`src/hdl/apc_pkg.sv`:
```
package apc_pkg;
    // ==========================================================
    // sample rate
    localparam int unsigned CLK_HZ = 40_000_000;
    localparam int unsigned SAMPLE_DIV = 5;
    localparam logic [2:0] DIV_LAST = 3'(SAMPLE_DIV - 1);

    // ==========================================================
    // widths
    localparam int unsigned SAMPLE_W = 16;
    localparam int unsigned PROD_W = 32;
    localparam int unsigned WAVE_DROP = 10;
    localparam int unsigned WAVE_W = PROD_W - WAVE_DROP;
    localparam int unsigned LPF_SHIFT = 6;
    localparam int unsigned GAIN_W = 12;
    localparam int unsigned GAIN_SHIFT = 12;
    localparam int unsigned OFFSET_W = 16;
    localparam int unsigned OFFSET_FRAC = 8;
    localparam int unsigned POWER_W = 32;
    localparam int unsigned ADDR_W = 10;
    localparam int unsigned DATA_W = 32;

    // ==========================================================
    // register indices, byte address is four times the index
    localparam logic [7:0] REG_NO_LOAD_SELECT = 8'h0e;
    localparam logic [7:0] REG_ACCUM_CONTROL = 8'h0f;
    localparam logic [7:0] REG_POWER_GAIN = 8'h1d;
    localparam logic [7:0] REG_POWER_OFFSET = 8'h20;
    localparam logic [7:0] REG_ACTIVE_POWER = 8'h21;
    localparam logic [7:0] REG_IRQ_ENABLE_LOW = 8'hd9;
    localparam logic [7:0] REG_IRQ_STATUS_LOW = 8'hdc;
    localparam logic [7:0] REG_IRQ_CLEAR_LOW = 8'hdd;

    // ==========================================================
    // field positions
    localparam int unsigned BIT_NO_LOAD = 0;
    localparam int unsigned BIT_POWER_SIGN = 3;
    localparam int unsigned BIT_SIGN_DIR = 4;

    // ==========================================================
    // reset values
    localparam logic [7:0] RST_NO_LOAD_SELECT = 8'h00;
    localparam logic [7:0] RST_ACCUM_CONTROL = 8'h00;
    localparam logic [11:0] RST_POWER_GAIN = 12'h000;
    localparam logic [15:0] RST_POWER_OFFSET = 16'h0000;
    localparam logic [7:0] RST_IRQ_ENABLE_LOW = 8'h00;

    // ==========================================================
    // no-load thresholds in waveform lsbs: 0.015, 0.0075, 0.0037 percent
    localparam logic [21:0] NL_THR_1 = 22'h00013b;
    localparam logic [21:0] NL_THR_2 = 22'h00009d;
    localparam logic [21:0] NL_THR_3 = 22'h00004e;
endpackage : apc_pkg

```
`src/hdl/apc_lowpass.sv`:
```
module apc_lowpass #(
    parameter int unsigned W = 22,
    parameter int unsigned SHIFT = 6
) (
    // clock and reset
    input wire logic clk,
    input wire logic reset,
    // sample stream
    input wire logic en,
    input wire logic signed [W-1:0] x,
    output logic signed [W-1:0] y
);
    logic signed [W+SHIFT-1:0] acc;
    logic signed [W+SHIFT-1:0] next_acc;

    // ==========================================================
    // first order iir: y += (x - y) / 2^shift
    always_comb begin
        next_acc = acc + (W+SHIFT)'(x) - (acc >>> SHIFT);
    end

    always_ff @(posedge clk) begin
        if (reset) begin
            acc <= '0;
        end else if (en) begin
            acc <= next_acc;
        end
    end

    assign y = acc[W+SHIFT-1:SHIFT];
endmodule // apc_lowpass

```
`src/hdl/apc_gain_offset.sv`:
```
module apc_gain_offset (
    // filtered power
    input wire logic signed [apc_pkg::WAVE_W-1:0] filt,
    // calibration
    input wire logic [apc_pkg::GAIN_W-1:0] gain,
    input wire logic [apc_pkg::OFFSET_W-1:0] offset,
    // calibrated power, 8 fraction bits
    output logic signed [apc_pkg::POWER_W-1:0] power
);
    import apc_pkg::*;
    logic signed [GAIN_W+1:0] factor;
    logic signed [WAVE_W+GAIN_W+1:0] prod;
    logic signed [WAVE_W+1:0] gained;

    // ==========================================================
    // scale by 1 + gain/4096, then add offset in 1/256 lsb
    always_comb begin
        factor = (GAIN_W+2)'(1 << GAIN_SHIFT) + (GAIN_W+2)'($signed(gain));
        prod = (WAVE_W+GAIN_W+2)'(filt) * (WAVE_W+GAIN_W+2)'(factor);
        gained = prod[WAVE_W+GAIN_SHIFT+1:GAIN_SHIFT];
        power = (POWER_W)'(gained) * (POWER_W)'(1 << OFFSET_FRAC)
            + (POWER_W)'($signed(offset));
    end
endmodule // apc_gain_offset

```
`src/hdl/apc_active_power.sv`:
```
// How it works
// - multiply current by voltage, low-pass filter product
// - scale power by one plus gain over 4096
// - add offset, 256 offset lsbs per sample lsb
// - direction clear: flag positive to negative transition
// - direction set: flag negative to positive transition
// - enabled sign flag holds interrupt while set
// - gate accumulation while product below no-load threshold
// - flag no-load while power below threshold
// - enabled no-load flag holds interrupt until cleared
// - no-load field: off, 0.015, 0.0075, 0.0037 percent
// - one power sample every five clocks
//
// The Avalon-MM slave port was left to the implementer.
module apc_active_power (
    // clock and reset
    input wire logic clk,
    input wire logic reset,
    // sample streams
    input wire logic signed [apc_pkg::SAMPLE_W-1:0] current_sample,
    input wire logic signed [apc_pkg::SAMPLE_W-1:0] voltage_sample,
    // avalon-mm slave
    input wire logic [apc_pkg::ADDR_W-1:0] address,
    input wire logic read,
    input wire logic write,
    input wire logic [apc_pkg::DATA_W-1:0] writedata,
    output logic [apc_pkg::DATA_W-1:0] readdata,
    output logic waitrequest,
    // power outputs
    output logic signed [apc_pkg::POWER_W-1:0] active_power,
    output logic power_valid,
    output logic accumulate_enable,
    // interrupt
    output logic irq
);
    import apc_pkg::*;

    typedef struct packed {
        logic [2:0] div_count;
        logic tick_d1;
        logic waitrequest;
        logic [DATA_W-1:0] readdata;
        logic [7:0] no_load_select;
        logic [7:0] accumulation_control;
        logic [GAIN_W-1:0] power_gain;
        logic [OFFSET_W-1:0] power_offset;
        logic [7:0] irq_enable_low;
        logic [7:0] irq_status_low;
        logic irq;
        logic [POWER_W-1:0] active_power;
        logic power_valid;
        logic accumulate_enable;
        logic prev_negative;
    } apc_state_s;

    apc_state_s s;
    apc_state_s next_s;

    logic tick;
    logic [7:0] idx;
    logic req;
    logic nl_on;
    logic [WAVE_W-1:0] thr;
    logic signed [PROD_W-1:0] product;
    logic signed [WAVE_W-1:0] wave;
    logic signed [WAVE_W-1:0] filt;
    logic signed [POWER_W-1:0] power_next;
    logic [WAVE_W-1:0] wave_mag;
    logic [POWER_W-1:0] pow_mag;
    logic [POWER_W-1:0] pow_thr;
    logic neg;
    logic sign_event;

    // ==========================================================
    // power path
    always_comb begin
        product = PROD_W'(current_sample) * PROD_W'(voltage_sample);
        wave = product[PROD_W-1:WAVE_DROP];
    end

    apc_lowpass #(
        .W(WAVE_W),
        .SHIFT(LPF_SHIFT)
    ) u_power_lowpass (
        .clk(clk),
        .reset(reset),
        .en(tick),
        .x(wave),
        .y(filt)
    );

    apc_gain_offset u_gain_offset (
        .filt(filt),
        .gain(s.power_gain),
        .offset(s.power_offset),
        .power(power_next)
    );

    // ==========================================================
    // no-load and sign detection
    always_comb begin
        nl_on = (s.no_load_select[1:0] != 2'h0);
        case (s.no_load_select[1:0])
            2'h1: thr = NL_THR_1;
            2'h2: thr = NL_THR_2;
            2'h3: thr = NL_THR_3;
            default: thr = '0;
        endcase
        wave_mag = wave[WAVE_W-1] ? WAVE_W'(-wave) : WAVE_W'(wave);
        pow_mag = power_next[POWER_W-1] ? POWER_W'(-power_next) : POWER_W'(power_next);
        pow_thr = POWER_W'(thr) << OFFSET_FRAC;
        neg = power_next[POWER_W-1];
        if (s.accumulation_control[BIT_SIGN_DIR]) begin
            sign_event = s.prev_negative && !neg;
        end else begin
            sign_event = !s.prev_negative && neg;
        end
    end

    // ==========================================================
    // next state
    always_comb begin
        next_s = s;
        idx = address[ADDR_W-1:2];
        req = read || write;
        tick = (s.div_count == DIV_LAST);
        next_s.power_valid = 1'b0;
        next_s.tick_d1 = tick;
        next_s.div_count = tick ? 3'h0 : s.div_count + 3'h1;
        if (tick) begin
            next_s.accumulate_enable = !(nl_on && (wave_mag < thr));
        end
        // bus: one wait state, read data loaded while waiting
        next_s.waitrequest = !(req && s.waitrequest);
        if (read && s.waitrequest) begin
            case (idx)
                REG_NO_LOAD_SELECT: next_s.readdata = {24'h000000, s.no_load_select};
                REG_ACCUM_CONTROL: next_s.readdata = {24'h000000, s.accumulation_control};
                REG_POWER_GAIN: next_s.readdata = {20'h00000, s.power_gain};
                REG_POWER_OFFSET: next_s.readdata = {16'h0000, s.power_offset};
                REG_ACTIVE_POWER: next_s.readdata = s.active_power;
                REG_IRQ_ENABLE_LOW: next_s.readdata = {24'h000000, s.irq_enable_low};
                REG_IRQ_STATUS_LOW: next_s.readdata = {24'h000000, s.irq_status_low};
                default: next_s.readdata = 32'h00000000;
            endcase
        end
        if (write && !s.waitrequest) begin
            case (idx)
                REG_NO_LOAD_SELECT: next_s.no_load_select = writedata[7:0];
                REG_ACCUM_CONTROL: next_s.accumulation_control = writedata[7:0];
                REG_POWER_GAIN: next_s.power_gain = writedata[GAIN_W-1:0];
                REG_POWER_OFFSET: next_s.power_offset = writedata[OFFSET_W-1:0];
                REG_IRQ_ENABLE_LOW: next_s.irq_enable_low = writedata[7:0];
                REG_IRQ_CLEAR_LOW: next_s.irq_status_low = s.irq_status_low & ~writedata[7:0];
                default: next_s.readdata = s.readdata;
            endcase
        end
        // sample update; sets come after clears so a set wins
        if (s.tick_d1) begin
            next_s.active_power = power_next;
            next_s.power_valid = 1'b1;
            next_s.prev_negative = neg;
            if (sign_event) begin
                next_s.irq_status_low[BIT_POWER_SIGN] = 1'b1;
            end
            if (nl_on && (pow_mag < pow_thr)) begin
                next_s.irq_status_low[BIT_NO_LOAD] = 1'b1;
            end
        end
        next_s.irq = |(next_s.irq_status_low & next_s.irq_enable_low);
    end

    // ==========================================================
    // state register
    always_ff @(posedge clk) begin
        if (reset) begin
            s <= '0;
            s.waitrequest <= 1'b1;
            s.accumulate_enable <= 1'b1;
            s.no_load_select <= RST_NO_LOAD_SELECT;
            s.accumulation_control <= RST_ACCUM_CONTROL;
            s.power_gain <= RST_POWER_GAIN;
            s.power_offset <= RST_POWER_OFFSET;
            s.irq_enable_low <= RST_IRQ_ENABLE_LOW;
        end else begin
            s <= next_s;
        end
    end

    assign readdata = s.readdata;
    assign waitrequest = s.waitrequest;
    assign active_power = s.active_power;
    assign power_valid = s.power_valid;
    assign accumulate_enable = s.accumulate_enable;
    assign irq = s.irq;

    // ==========================================================
    // assertions
    property p_sample_period;
        @(posedge clk) disable iff (reset)
        tick |=> !tick [*4] ##1 tick;
    endproperty
    a_sample_period: assert property (p_sample_period)
        else $error("sample tick not every five clocks");

    property p_power_latency;
        @(posedge clk) disable iff (reset)
        tick |-> ##2 (s.power_valid && s.active_power == $past(power_next));
    endproperty
    a_power_latency: assert property (p_power_latency)
        else $error("filtered power not presented two clocks after tick");

    property p_unity_gain;
        @(posedge clk) disable iff (reset)
        (s.tick_d1 && s.power_gain == 12'h000 && s.power_offset == 16'h0000)
            |=> s.active_power == POWER_W'($past(filt)) * POWER_W'(256);
    endproperty
    a_unity_gain: assert property (p_unity_gain)
        else $error("zero gain does not pass filter output unchanged");

    property p_offset_add;
        @(posedge clk) disable iff (reset)
        (s.tick_d1 && s.power_gain == 12'h000)
            |=> s.active_power == POWER_W'($past(filt)) * POWER_W'(256)
                + POWER_W'($signed($past(s.power_offset)));
    endproperty
    a_offset_add: assert property (p_offset_add)
        else $error("power offset not added at 1/256 lsb");

    property p_sign_pos_neg;
        @(posedge clk) disable iff (reset)
        (s.tick_d1 && !s.accumulation_control[4] && !s.prev_negative && neg)
            |=> s.irq_status_low[3];
    endproperty
    a_sign_pos_neg: assert property (p_sign_pos_neg)
        else $error("positive to negative transition not flagged");

    property p_sign_neg_pos;
        @(posedge clk) disable iff (reset)
        (s.tick_d1 && s.accumulation_control[4] && s.prev_negative && !neg)
            |=> s.irq_status_low[3];
    endproperty
    a_sign_neg_pos: assert property (p_sign_neg_pos)
        else $error("negative to positive transition not flagged");

    property p_sign_irq;
        @(posedge clk) disable iff (reset)
        (s.irq_status_low[3] && s.irq_enable_low[3]) |-> s.irq;
    endproperty
    a_sign_irq: assert property (p_sign_irq)
        else $error("enabled sign flag without interrupt");

    property p_creep_gate;
        @(posedge clk) disable iff (reset)
        (tick && nl_on && wave_mag < thr) |=> !s.accumulate_enable;
    endproperty
    a_creep_gate: assert property (p_creep_gate)
        else $error("accumulation not gated below no-load threshold");

    property p_no_load_flag;
        @(posedge clk) disable iff (reset)
        (s.tick_d1 && nl_on && pow_mag < pow_thr) |=> s.irq_status_low[0];
    endproperty
    a_no_load_flag: assert property (p_no_load_flag)
        else $error("no-load flag not set below threshold");

    property p_no_load_irq;
        @(posedge clk) disable iff (reset)
        (s.irq_status_low[0] && s.irq_enable_low[0]) |-> s.irq;
    endproperty
    a_no_load_irq: assert property (p_no_load_irq)
        else $error("enabled no-load flag without interrupt");

    property p_no_load_off;
        @(posedge clk) disable iff (reset)
        (tick && s.no_load_select[1:0] == 2'b00) |=> s.accumulate_enable;
    endproperty
    a_no_load_off: assert property (p_no_load_off)
        else $error("no-load gating active while disabled");

    property p_flag_sticky;
        @(posedge clk) disable iff (reset)
        (s.irq_status_low[3] && !(write && !s.waitrequest
            && idx == REG_IRQ_CLEAR_LOW && writedata[3])) |=> s.irq_status_low[3];
    endproperty
    a_flag_sticky: assert property (p_flag_sticky)
        else $error("sign flag dropped without a clear");

    property p_valid_cadence;
        @(posedge clk) disable iff (reset)
        s.power_valid |=> !s.power_valid [*4] ##1 s.power_valid;
    endproperty
    a_valid_cadence: assert property (p_valid_cadence)
        else $error("power valid not every five clocks");

    property p_no_load_sticky;
        @(posedge clk) disable iff (reset)
        (s.irq_status_low[BIT_NO_LOAD] && !(write && !s.waitrequest
            && idx == REG_IRQ_CLEAR_LOW && writedata[BIT_NO_LOAD]))
            |=> s.irq_status_low[BIT_NO_LOAD];
    endproperty
    a_no_load_sticky: assert property (p_no_load_sticky)
        else $error("no-load flag dropped without a clear");

    property p_no_load_clear;
        @(posedge clk) disable iff (reset)
        (write && !s.waitrequest && idx == REG_IRQ_CLEAR_LOW && writedata[BIT_NO_LOAD]
            && !(s.tick_d1 && nl_on && pow_mag < pow_thr)) |=> !s.irq_status_low[BIT_NO_LOAD];
    endproperty
    a_no_load_clear: assert property (p_no_load_clear)
        else $error("no-load flag not cleared by software");
endmodule // apc_active_power

```
`config.mk`:
```
export PLATFORM = sky130hd
export DESIGN_NAME = apc_active_power
export DESIGN_NICKNAME = d
export VERILOG_FILES = /design/src/hdl/apc_pkg.sv /design/src/hdl/apc_lowpass.sv /design/src/hdl/apc_gain_offset.sv /design/src/hdl/apc_active_power.sv
export SDC_FILE = /design/constraint.sdc
export NUM_CORES = 2
export LEC_CHECK = 0
export BUFFER_PORTS_ARGS = -buffer_cell sky130_fd_sc_hd__buf_2
export CAP_MARGIN = 20
export CORE_ASPECT_RATIO = 0.8
export CORE_MARGIN = 8
export CORE_UTILIZATION = 59
export DETAILED_ROUTE_END_ITERATION = 7
export PLACE_DENSITY = 0.82
export SLEW_MARGIN = 20
export SYNTH_ARGS = -nofsm -noshare
export SYNTH_HDL_FRONTEND = slang
export SYNTH_SLANG_ARGS = --single-unit
```
`constraint.sdc`:
```
create_clock -name clk -period 9.4 [get_ports clk]
set_input_delay 1.41 -clock clk [delete_from_list [all_inputs] [get_ports clk]]
set_output_delay 1.41 -clock clk [all_outputs]
set_load 0.05 [all_outputs]
```
=== After elaboration in Yosys (flattened, before gate mapping) ===
Cells that the tools add are included.

* Register bits: 161
* Output and inout port bits: 68
* Logic and storage cells: 83

* Add/sub/neg operators: 7
* Reduce and logical (&&, ||, !) cells: 21
* Muxes and demuxes: 19
* Bitwise operators: 3
* $lt $le $gt $ge: 2
* Multiply operators: 2
* Eq/ne operators: 13

{| class="wikitable"
|+ Operators by type and width
! cell !! count
|-
| $pmux 32 s7 || 1
|-
| $mux 32 || 3
|-
| $mux 92 || 1
|-
| $mul 22x14->36 || 1
|-
| $add 32x16->32 || 1
|-
| $lt 32x30->1 || 1
|-
| $mul 16x16->32 || 1
|-
| $mux 8 || 4
|-
| $neg 32->32 || 1
|-
| $add 28x22->28 || 1
|-
| $sub 28x22->28 || 1
|-
| $pmux 9 s3 || 1
|-
| $eq 8x8->1 const B || 3
|-
| $lt 22x22->1 || 1
|-
| $mux 22 || 1
|-
| $neg 22->22 || 1
|-
| $and 8x8->8 || 2
|-
| $eq 8x4->1 const B || 2
|-
| $eq 8x6->1 const B || 2
|-
| $mux 16 || 1
|-
| $add 14x12->14 const A || 1
|-
| $mux 12 || 1
|-
| $eq 8x5->1 const B || 1
|-
| $not 8->8 || 1
|-
| other kinds (14) || 33
|}

=== Depth between registers and ports, before layout ===
* Depth after elaboration: 11
* Depth in mapped cells: 46

=== Modules after synthesis ===
Synthesis repeated with hierarchy kept, for this count alone.

* Cells, all modules: 3804
* Area, all modules: 32434.9 um^2

{| class="wikitable"
|+ By module, submodules not included
! module !! times used !! cells an instance !! area each (um^2)
|-
| apc_active_power || 1 || 2008 || 17150.2
|-
| apc_gain_offset || 1 || 1311 || 11443.5
|-
| apc_lowpass || 1 || 485 || 3841.2
|}

=== Worst setup path after synthesis ===
No wires, ideal clock.

* Kind: reg2reg
* Start: register u_power_lowpass.acc[13]
* End: register s[36] (netlist bit)
* Required time: 9.313 ns
* Arrival: 9.472 ns
* Stages on the path, launching flop included: 44
* Slack: -0.159 ns
* Clock period less this slack: 9.559 ns
* Setup time: 0.087 ns
* Path through: dfxtp_1 -> clkbuf_1 -> nand2_1 -> fa_1 -> fa_1 -> inv_1 -> fa_1 -> fa_1 -> fa_1 -> inv_1 -> fa_1 -> inv_1 -> ha_1 -> a21oi_1 -> o21ai_0 -> a21oi_1 -> o21ai_0 -> a31oi_1 -> [... 8 more ...] -> a21oi_1 -> o221ai_1 -> o211ai_1 -> nand3_1 -> and3_1 -> buf_4 -> nor2_1 -> clkbuf_1 -> o21ai_0 -> xnor2_1 -> ha_1 -> a21o_1 -> a21o_1 -> a21oi_1 -> nand3_1 -> mux2_2 -> and4_1 -> o31ai_1

* Cells in the longest elaborated chain, start to end: 8

{| class="wikitable"
|+ RTL lines
! what !! RTL line !! source
|-
| from (decl) || apc_lowpass.sv:13 || <nowiki>logic signed [W+SHIFT-1:0] acc;</nowiki>
|-
| from (signal assigned) || apc_lowpass.sv:26 || <nowiki>acc <= next_acc;</nowiki>
|-
| $mul 22x14->36 * || apc_gain_offset.sv:19 || <nowiki>prod = (WAVE_W+GAIN_W+2)'(filt) * (WAVE_W+GAIN_W+2)'(factor);</nowiki>
|-
| $add 32x16->32 * || apc_gain_offset.sv:22 || <nowiki>+ (POWER_W)'($signed(offset));</nowiki>
|-
| $neg 32->32 || apc_active_power.sv:110 || <nowiki>pow_mag = power_next[POWER_W-1] ? POWER_W'(-power_next) : POWER_W'(power_next);</nowiki>
|-
| $mux 32 * || apc_active_power.sv:110 ||
|-
| $lt 32x30->1 * || apc_active_power.sv:166 || <nowiki>if (nl_on && (pow_mag < pow_thr)) begin</nowiki>
|-
| $logic_and 1x1->1 * || apc_active_power.sv:166 ||
|-
| $mux 1 * || apc_active_power.sv:166 ||
|-
| $mux 1 * || apc_active_power.sv:159 || <nowiki>if (s.tick_d1) begin</nowiki>
|-
| to (signal assigned) || apc_active_power.sv:186 || <nowiki>s <= next_s;</nowiki>
|-
| to (decl) || apc_active_power.sv:56 || <nowiki>apc_state_s s;</nowiki>
|}

Mark *: on every way between the ends. The rest lies on a longest branch, timed or not.
A chain may end at the register's enable or synchronous reset.

=== Worst setup path in the final report ===
* Start: register u_power_lowpass.acc[13]
* End: register s, in the netlist irq

* Cells in the longest elaborated chain, start to end: 10

{| class="wikitable"
|+ RTL lines
! what !! RTL line !! source
|-
| $mul 22x14->36 * || apc_gain_offset.sv:19 ||
|-
| $add 32x16->32 * || apc_gain_offset.sv:22 ||
|-
| $neg 32->32 || apc_active_power.sv:110 ||
|-
| $mux 32 || apc_active_power.sv:110 ||
|-
| $lt 32x30->1 || apc_active_power.sv:166 ||
|-
| $logic_and 1x1->1 || apc_active_power.sv:166 ||
|-
| $mux 1 || apc_active_power.sv:166 ||
|-
| $mux 1 || apc_active_power.sv:159 ||
|-
| $and 8x8->8 * || apc_active_power.sv:170 || <nowiki>next_s.irq = |(next_s.irq_status_low & next_s.irq_enable_low);</nowiki>
|-
| $reduce_or 8->1 * || apc_active_power.sv:170 ||
|}

Marked as above.

==> run_summary.xml <==
<?xml version="1.0" encoding="UTF-8"?>
<metrics>
  <group name="sta">
    <metric name="unrepaired_setup_endpoints_after_global_routing" unit="">yes</metric>
    <metric name="setup_viol_count_final" unit="">0</metric>
    <metric name="post-route-period-util" unit="">0.996</metric>
    <metric name="final_period_minus_worst_setup_slack" unit="ns">9.36</metric>
    <metric name="count_of_endpoints_failing_hold_in_the_final_timing_report" unit="">0</metric>
    <metric name="timing.fmax" unit="GHz">0.107</metric>
    <metric name="final-max-slew-violation-count" unit="">0</metric>
    <metric name="clock_skew" unit="ns">0.0119</metric>
    <metric name="timing.final.ws_setup" unit="ns">0.0375</metric>
    <metric name="timing.max_slew.rel_slack" unit="">0.273</metric>
    <metric name="tns" unit="ns">0</metric>
    <metric name="tightestPinTransition" unit="ns">1.09</metric>
  </group>
  <group name="placement">
    <metric name="placement.cell_area" unit="mm²">0.0351</metric>
    <metric name="place.gp.congestion" unit="">0.950</metric>
    <metric name="post_place_worst_slack" unit="ns">-0.453</metric>
    <metric name="detailedPlacementHpwl" unit="µm">65400</metric>
    <metric name="port_buffers" unit="">127</metric>
  </group>
  <group name="critical_path">
    <metric name="worst_r2r_path_depth" unit="">41</metric>
    <metric name="worstSetupStartpointType" unit="">register</metric>
    <metric name="worst_path_most_repeated_cell" unit="">sky130_fd_sc_hd__fa_1</metric>
    <metric name="cp_max_fo" unit="">7</metric>
    <metric name="worst-endpoint-arrival" unit="ns">9.76</metric>
    <metric name="ff_to_ff_start" unit="">u_power_lowpass.acc[13]</metric>
    <metric name="critPathCaptureType" unit="">register</metric>
    <metric name="slowest_stage_delay_cp" unit="ns">0.57</metric>
    <metric name="timing.rr.end" unit="">irq</metric>
    <metric name="crit_required" unit="ns">9.79</metric>
    <metric name="crit_type" unit="">reg2reg</metric>
    <metric name="cp_slowest_cell" unit="">sky130_fd_sc_hd__fa_1</metric>
    <metric name="worstSetupStartpoint" unit="">u_power_lowpass.acc[13]</metric>
    <metric name="rrSetupSlack" unit="ns">0.04</metric>
  </group>
  <group name="worst_hold_path">
    <metric name="cells_on_worst_hold_path" unit="">2</metric>
    <metric name="hold_path_startpoint" unit="">readdata[22]</metric>
    <metric name="hold_class" unit="">reg2reg</metric>
    <metric name="endpoint_of_the_worst_hold_timing_path" unit="">readdata[22]</metric>
  </group>
  <group name="cells_and_area">
    <metric name="final-seq-area" unit="mm²">0.00326</metric>
    <metric name="drive_gt1_frac" unit="">0.199</metric>
    <metric name="post_route_cell_area" unit="mm²">0.0366</metric>
    <metric name="fill_cells" unit="">3711</metric>
    <metric name="antenna-diode-count" unit="">0</metric>
    <metric name="multi_input_comb_area" unit="mm²">0.0250</metric>
    <metric name="area.growth.synth_to_final" unit="%">17.7</metric>
    <metric name="nNetsFinal" unit="">4917</metric>
  </group>
  <group name="floorplan">
    <metric name="die_h" unit="µm">221</metric>
    <metric name="floorplan.initialDensity" unit="">0.595</metric>
    <metric name="top_level_ports" unit="">146</metric>
    <metric name="core_area" unit="mm²">0.0523</metric>
    <metric name="die_width" unit="µm">273</metric>
    <metric name="row_count" unit="">75</metric>
    <metric name="die_area" unit="mm²">0.0603</metric>
  </group>
  <group name="synth">
    <metric name="edff_count_synth" unit="">0</metric>
    <metric name="synth_top_area_cell" unit="">sky130_fd_sc_hd__fa_1</metric>
    <metric name="synth.yosys.seq_area_share" unit="">0.103</metric>
    <metric name="asyncSetResetFlopFracSynth" unit="">0</metric>
    <metric name="synthesis.area" unit="mm²">0.0311</metric>
    <metric name="synth_warnings" unit="">0</metric>
    <metric name="ys_ff_latch" unit="">160</metric>
    <metric name="synthCells" unit="">3625</metric>
    <metric name="netlist-cell-type-count" unit="">89</metric>
    <metric name="post-synth-top-count-cell" unit="">sky130_fd_sc_hd__inv_1</metric>
    <metric name="post_synth_most_frequent_cells" unit="">647 x sky130_fd_sc_hd__inv_1, 544 x sky130_fd_sc_hd__fa_1, 433 x sky130_fd_sc_hd__nand2_1</metric>
    <metric name="synth_largest_type_area_fraction" unit="">0.350</metric>
    <metric name="synthesis.area_per_instance" unit="µm²">8.58</metric>
    <metric name="synthTopCellsByArea" unit="">sky130_fd_sc_hd__fa_1 35%, sky130_fd_sc_hd__dfxtp_1 10%, sky130_fd_sc_hd__ha_1 10%</metric>
    <metric name="synth_flop_cell" unit="">sky130_fd_sc_hd__dfxtp_1</metric>
  </group>
  <group name="clock_network">
    <metric name="cts_num_sinks" unit="">160</metric>
    <metric name="cts_made_buffers" unit="">17</metric>
    <metric name="ctsLongestPathBuffers" unit="">2</metric>
    <metric name="cts.root.buffer_cell" unit="">sky130_fd_sc_hd__clkbuf_16</metric>
    <metric name="clkLatencyLatePin" unit="ns">0.47</metric>
    <metric name="clk_pin_slew" unit="ns">0.08</metric>
    <metric name="cts_hold_repair_buffers" unit="">0</metric>
    <metric name="clock_tree_from_tritoncts" unit="">done</metric>
    <metric name="h_tree_lvl_count" unit="">4</metric>
  </group>
  <group name="grt">
    <metric name="global_route_wire_length_before_repair" unit="µm">136000</metric>
    <metric name="track_usage" unit="">0.269</metric>
    <metric name="grt-ovfl-total" unit="">0</metric>
    <metric name="antenna_found_initial" unit="">0</metric>
    <metric name="grt_pass1_vias" unit="">28100</metric>
    <metric name="maximum_number_of_pins_on_one_net_before_global_route_repair" unit="">66</metric>
  </group>
  <group name="routing">
    <metric name="drtIter0Drc" unit="">2797</metric>
    <metric name="detail-route-antenna-nets" unit="">0</metric>
    <metric name="wire_length_per_cell_after_detailed_routing" unit="µm">17.3</metric>
    <metric name="vias" unit="">26900</metric>
    <metric name="detail_route.drc_violations" unit="">1</metric>
    <metric name="route.detailed.vias_per_inst" unit="">5.67</metric>
    <metric name="drtPass1Iterations" unit="">8</metric>
    <metric name="detail_route.wirelength" unit="µm">82200</metric>
  </group>
  <group name="run_status">
    <metric name="outcome" unit="">finished with violations</metric>
    <metric name="violations" unit="">design-rule violations</metric>
  </group>
  <group name="flow_run">
    <metric name="maximum_capacitance_violations" unit="">0</metric>
  </group>
</metrics>
sequential cells by signal, indices dropped and copies added (netlist names):
register / count
waitrequest: 1
irq: 1
s: 64
active_power: 32
u_power_lowpass.acc: 28
accumulate_enable: 1
readdata: 32
power_valid: 1
cell usage in the layout (no fill, tap or decap), types with 74 or more instances in the layout:
master                    Yosys  layout
sky130_fd_sc_hd__buf_4       65     482
sky130_fd_sc_hd__fa_1       544     540
sky130_fd_sc_hd__and2_1     255     249
sky130_fd_sc_hd__buf_2        0     121
sky130_fd_sc_hd__a21oi_1    191     174
sky130_fd_sc_hd__nor2_1     165     161
sky130_fd_sc_hd__ha_1       249     235
sky130_fd_sc_hd__dfxtp_1    160     140
sky130_fd_sc_hd__xnor2_1     78      74
sky130_fd_sc_hd__nand2_1    433     431
sky130_fd_sc_hd__inv_1      647     643
area by class of cell:
class,instances,share of cell area
multi-input combinational,2601,0.684
timing repair buffer,617,0.120
sequential,160,0.0890
inverter,649,0.0666
tap,693,0.0237
clock buffer,17,0.0116
clock inverter,15,0.00530
worst max path at each step:
stage	end	slack [ns]	cells past startpoint
3_3_place_gp	irq	-0.31	44
4_1_cts	irq	0.006	44
5_1_grt	irq	-0.43	44
3_5_place_dp	irq	-0.45	44
2_1_floorplan	u_power_lowpass.acc[27]	0.003	30
6_report	irq	0.04	41
critical path, delay by kind of cell, from the launching register on:
kind,cells,cell delay [ns]
xor gates and xnor gates,2,0.26
adders and majority gates,9,3.77
and+or+nand+nor,14,1.81
AOI/OAI and AO/OA,11,2.37
muxes,1,0.28
DFF,1,0.38
buffers and inverters,4,0.43
what timing repair did:
item | 4_1_cts | 5_1_grt
resized for setup | 31 | 137
pin swaps | 17 | 78
buffers inserted | 6 | 13
setup endpoints to repair | 2 | 12
gates cloned | 0 | 0
cells by family (layout without fill, tap and decap cells):
kind of cell             after synthesis  after routing  synth area share
other                                  2              9          0.000242
multiplexers                          55             55            0.0179
adder cells (fa/ha/maj)              793            793             0.451
AO/OA/AOI/OAI                        508            508             0.106
buffers and inverters                871           1298             0.113
XOR/XNOR                             109            109            0.0307
flip-flops                           160            160             0.103
AND/OR/NAND/NOR                     1127           1127             0.179
metal layers:
metal  part of all wire  vias to the layer above  global-route usage
li1                   -                    12300                   -
met1               0.42                    13300               0.369
met2               0.47                     1198               0.434
met3              0.085                      203              0.0441
met4              0.030                        0              0.0832
met5                  0                        -                   0
stage by stage:
| step | std cells | hold slack [ns] | utilization |
|---|---|---|---|
| after floorplan | 3632 | 0.432 | - |
| after CTS | 4739 | 0.452 | 0.686 |
| after detailed placement | 4701 | 0.442 | 0.672 |
| after global routing | 4752 | 0.472 | 0.700 |
| after global placement | 4701 | 0.436 | 0.672 |
| final | 4752 | 0.451 | 0.700 |
Power is left out: the tool's default activity adds up to more than one toggle a clock period on the data nets, which glitch-free logic cannot reach.
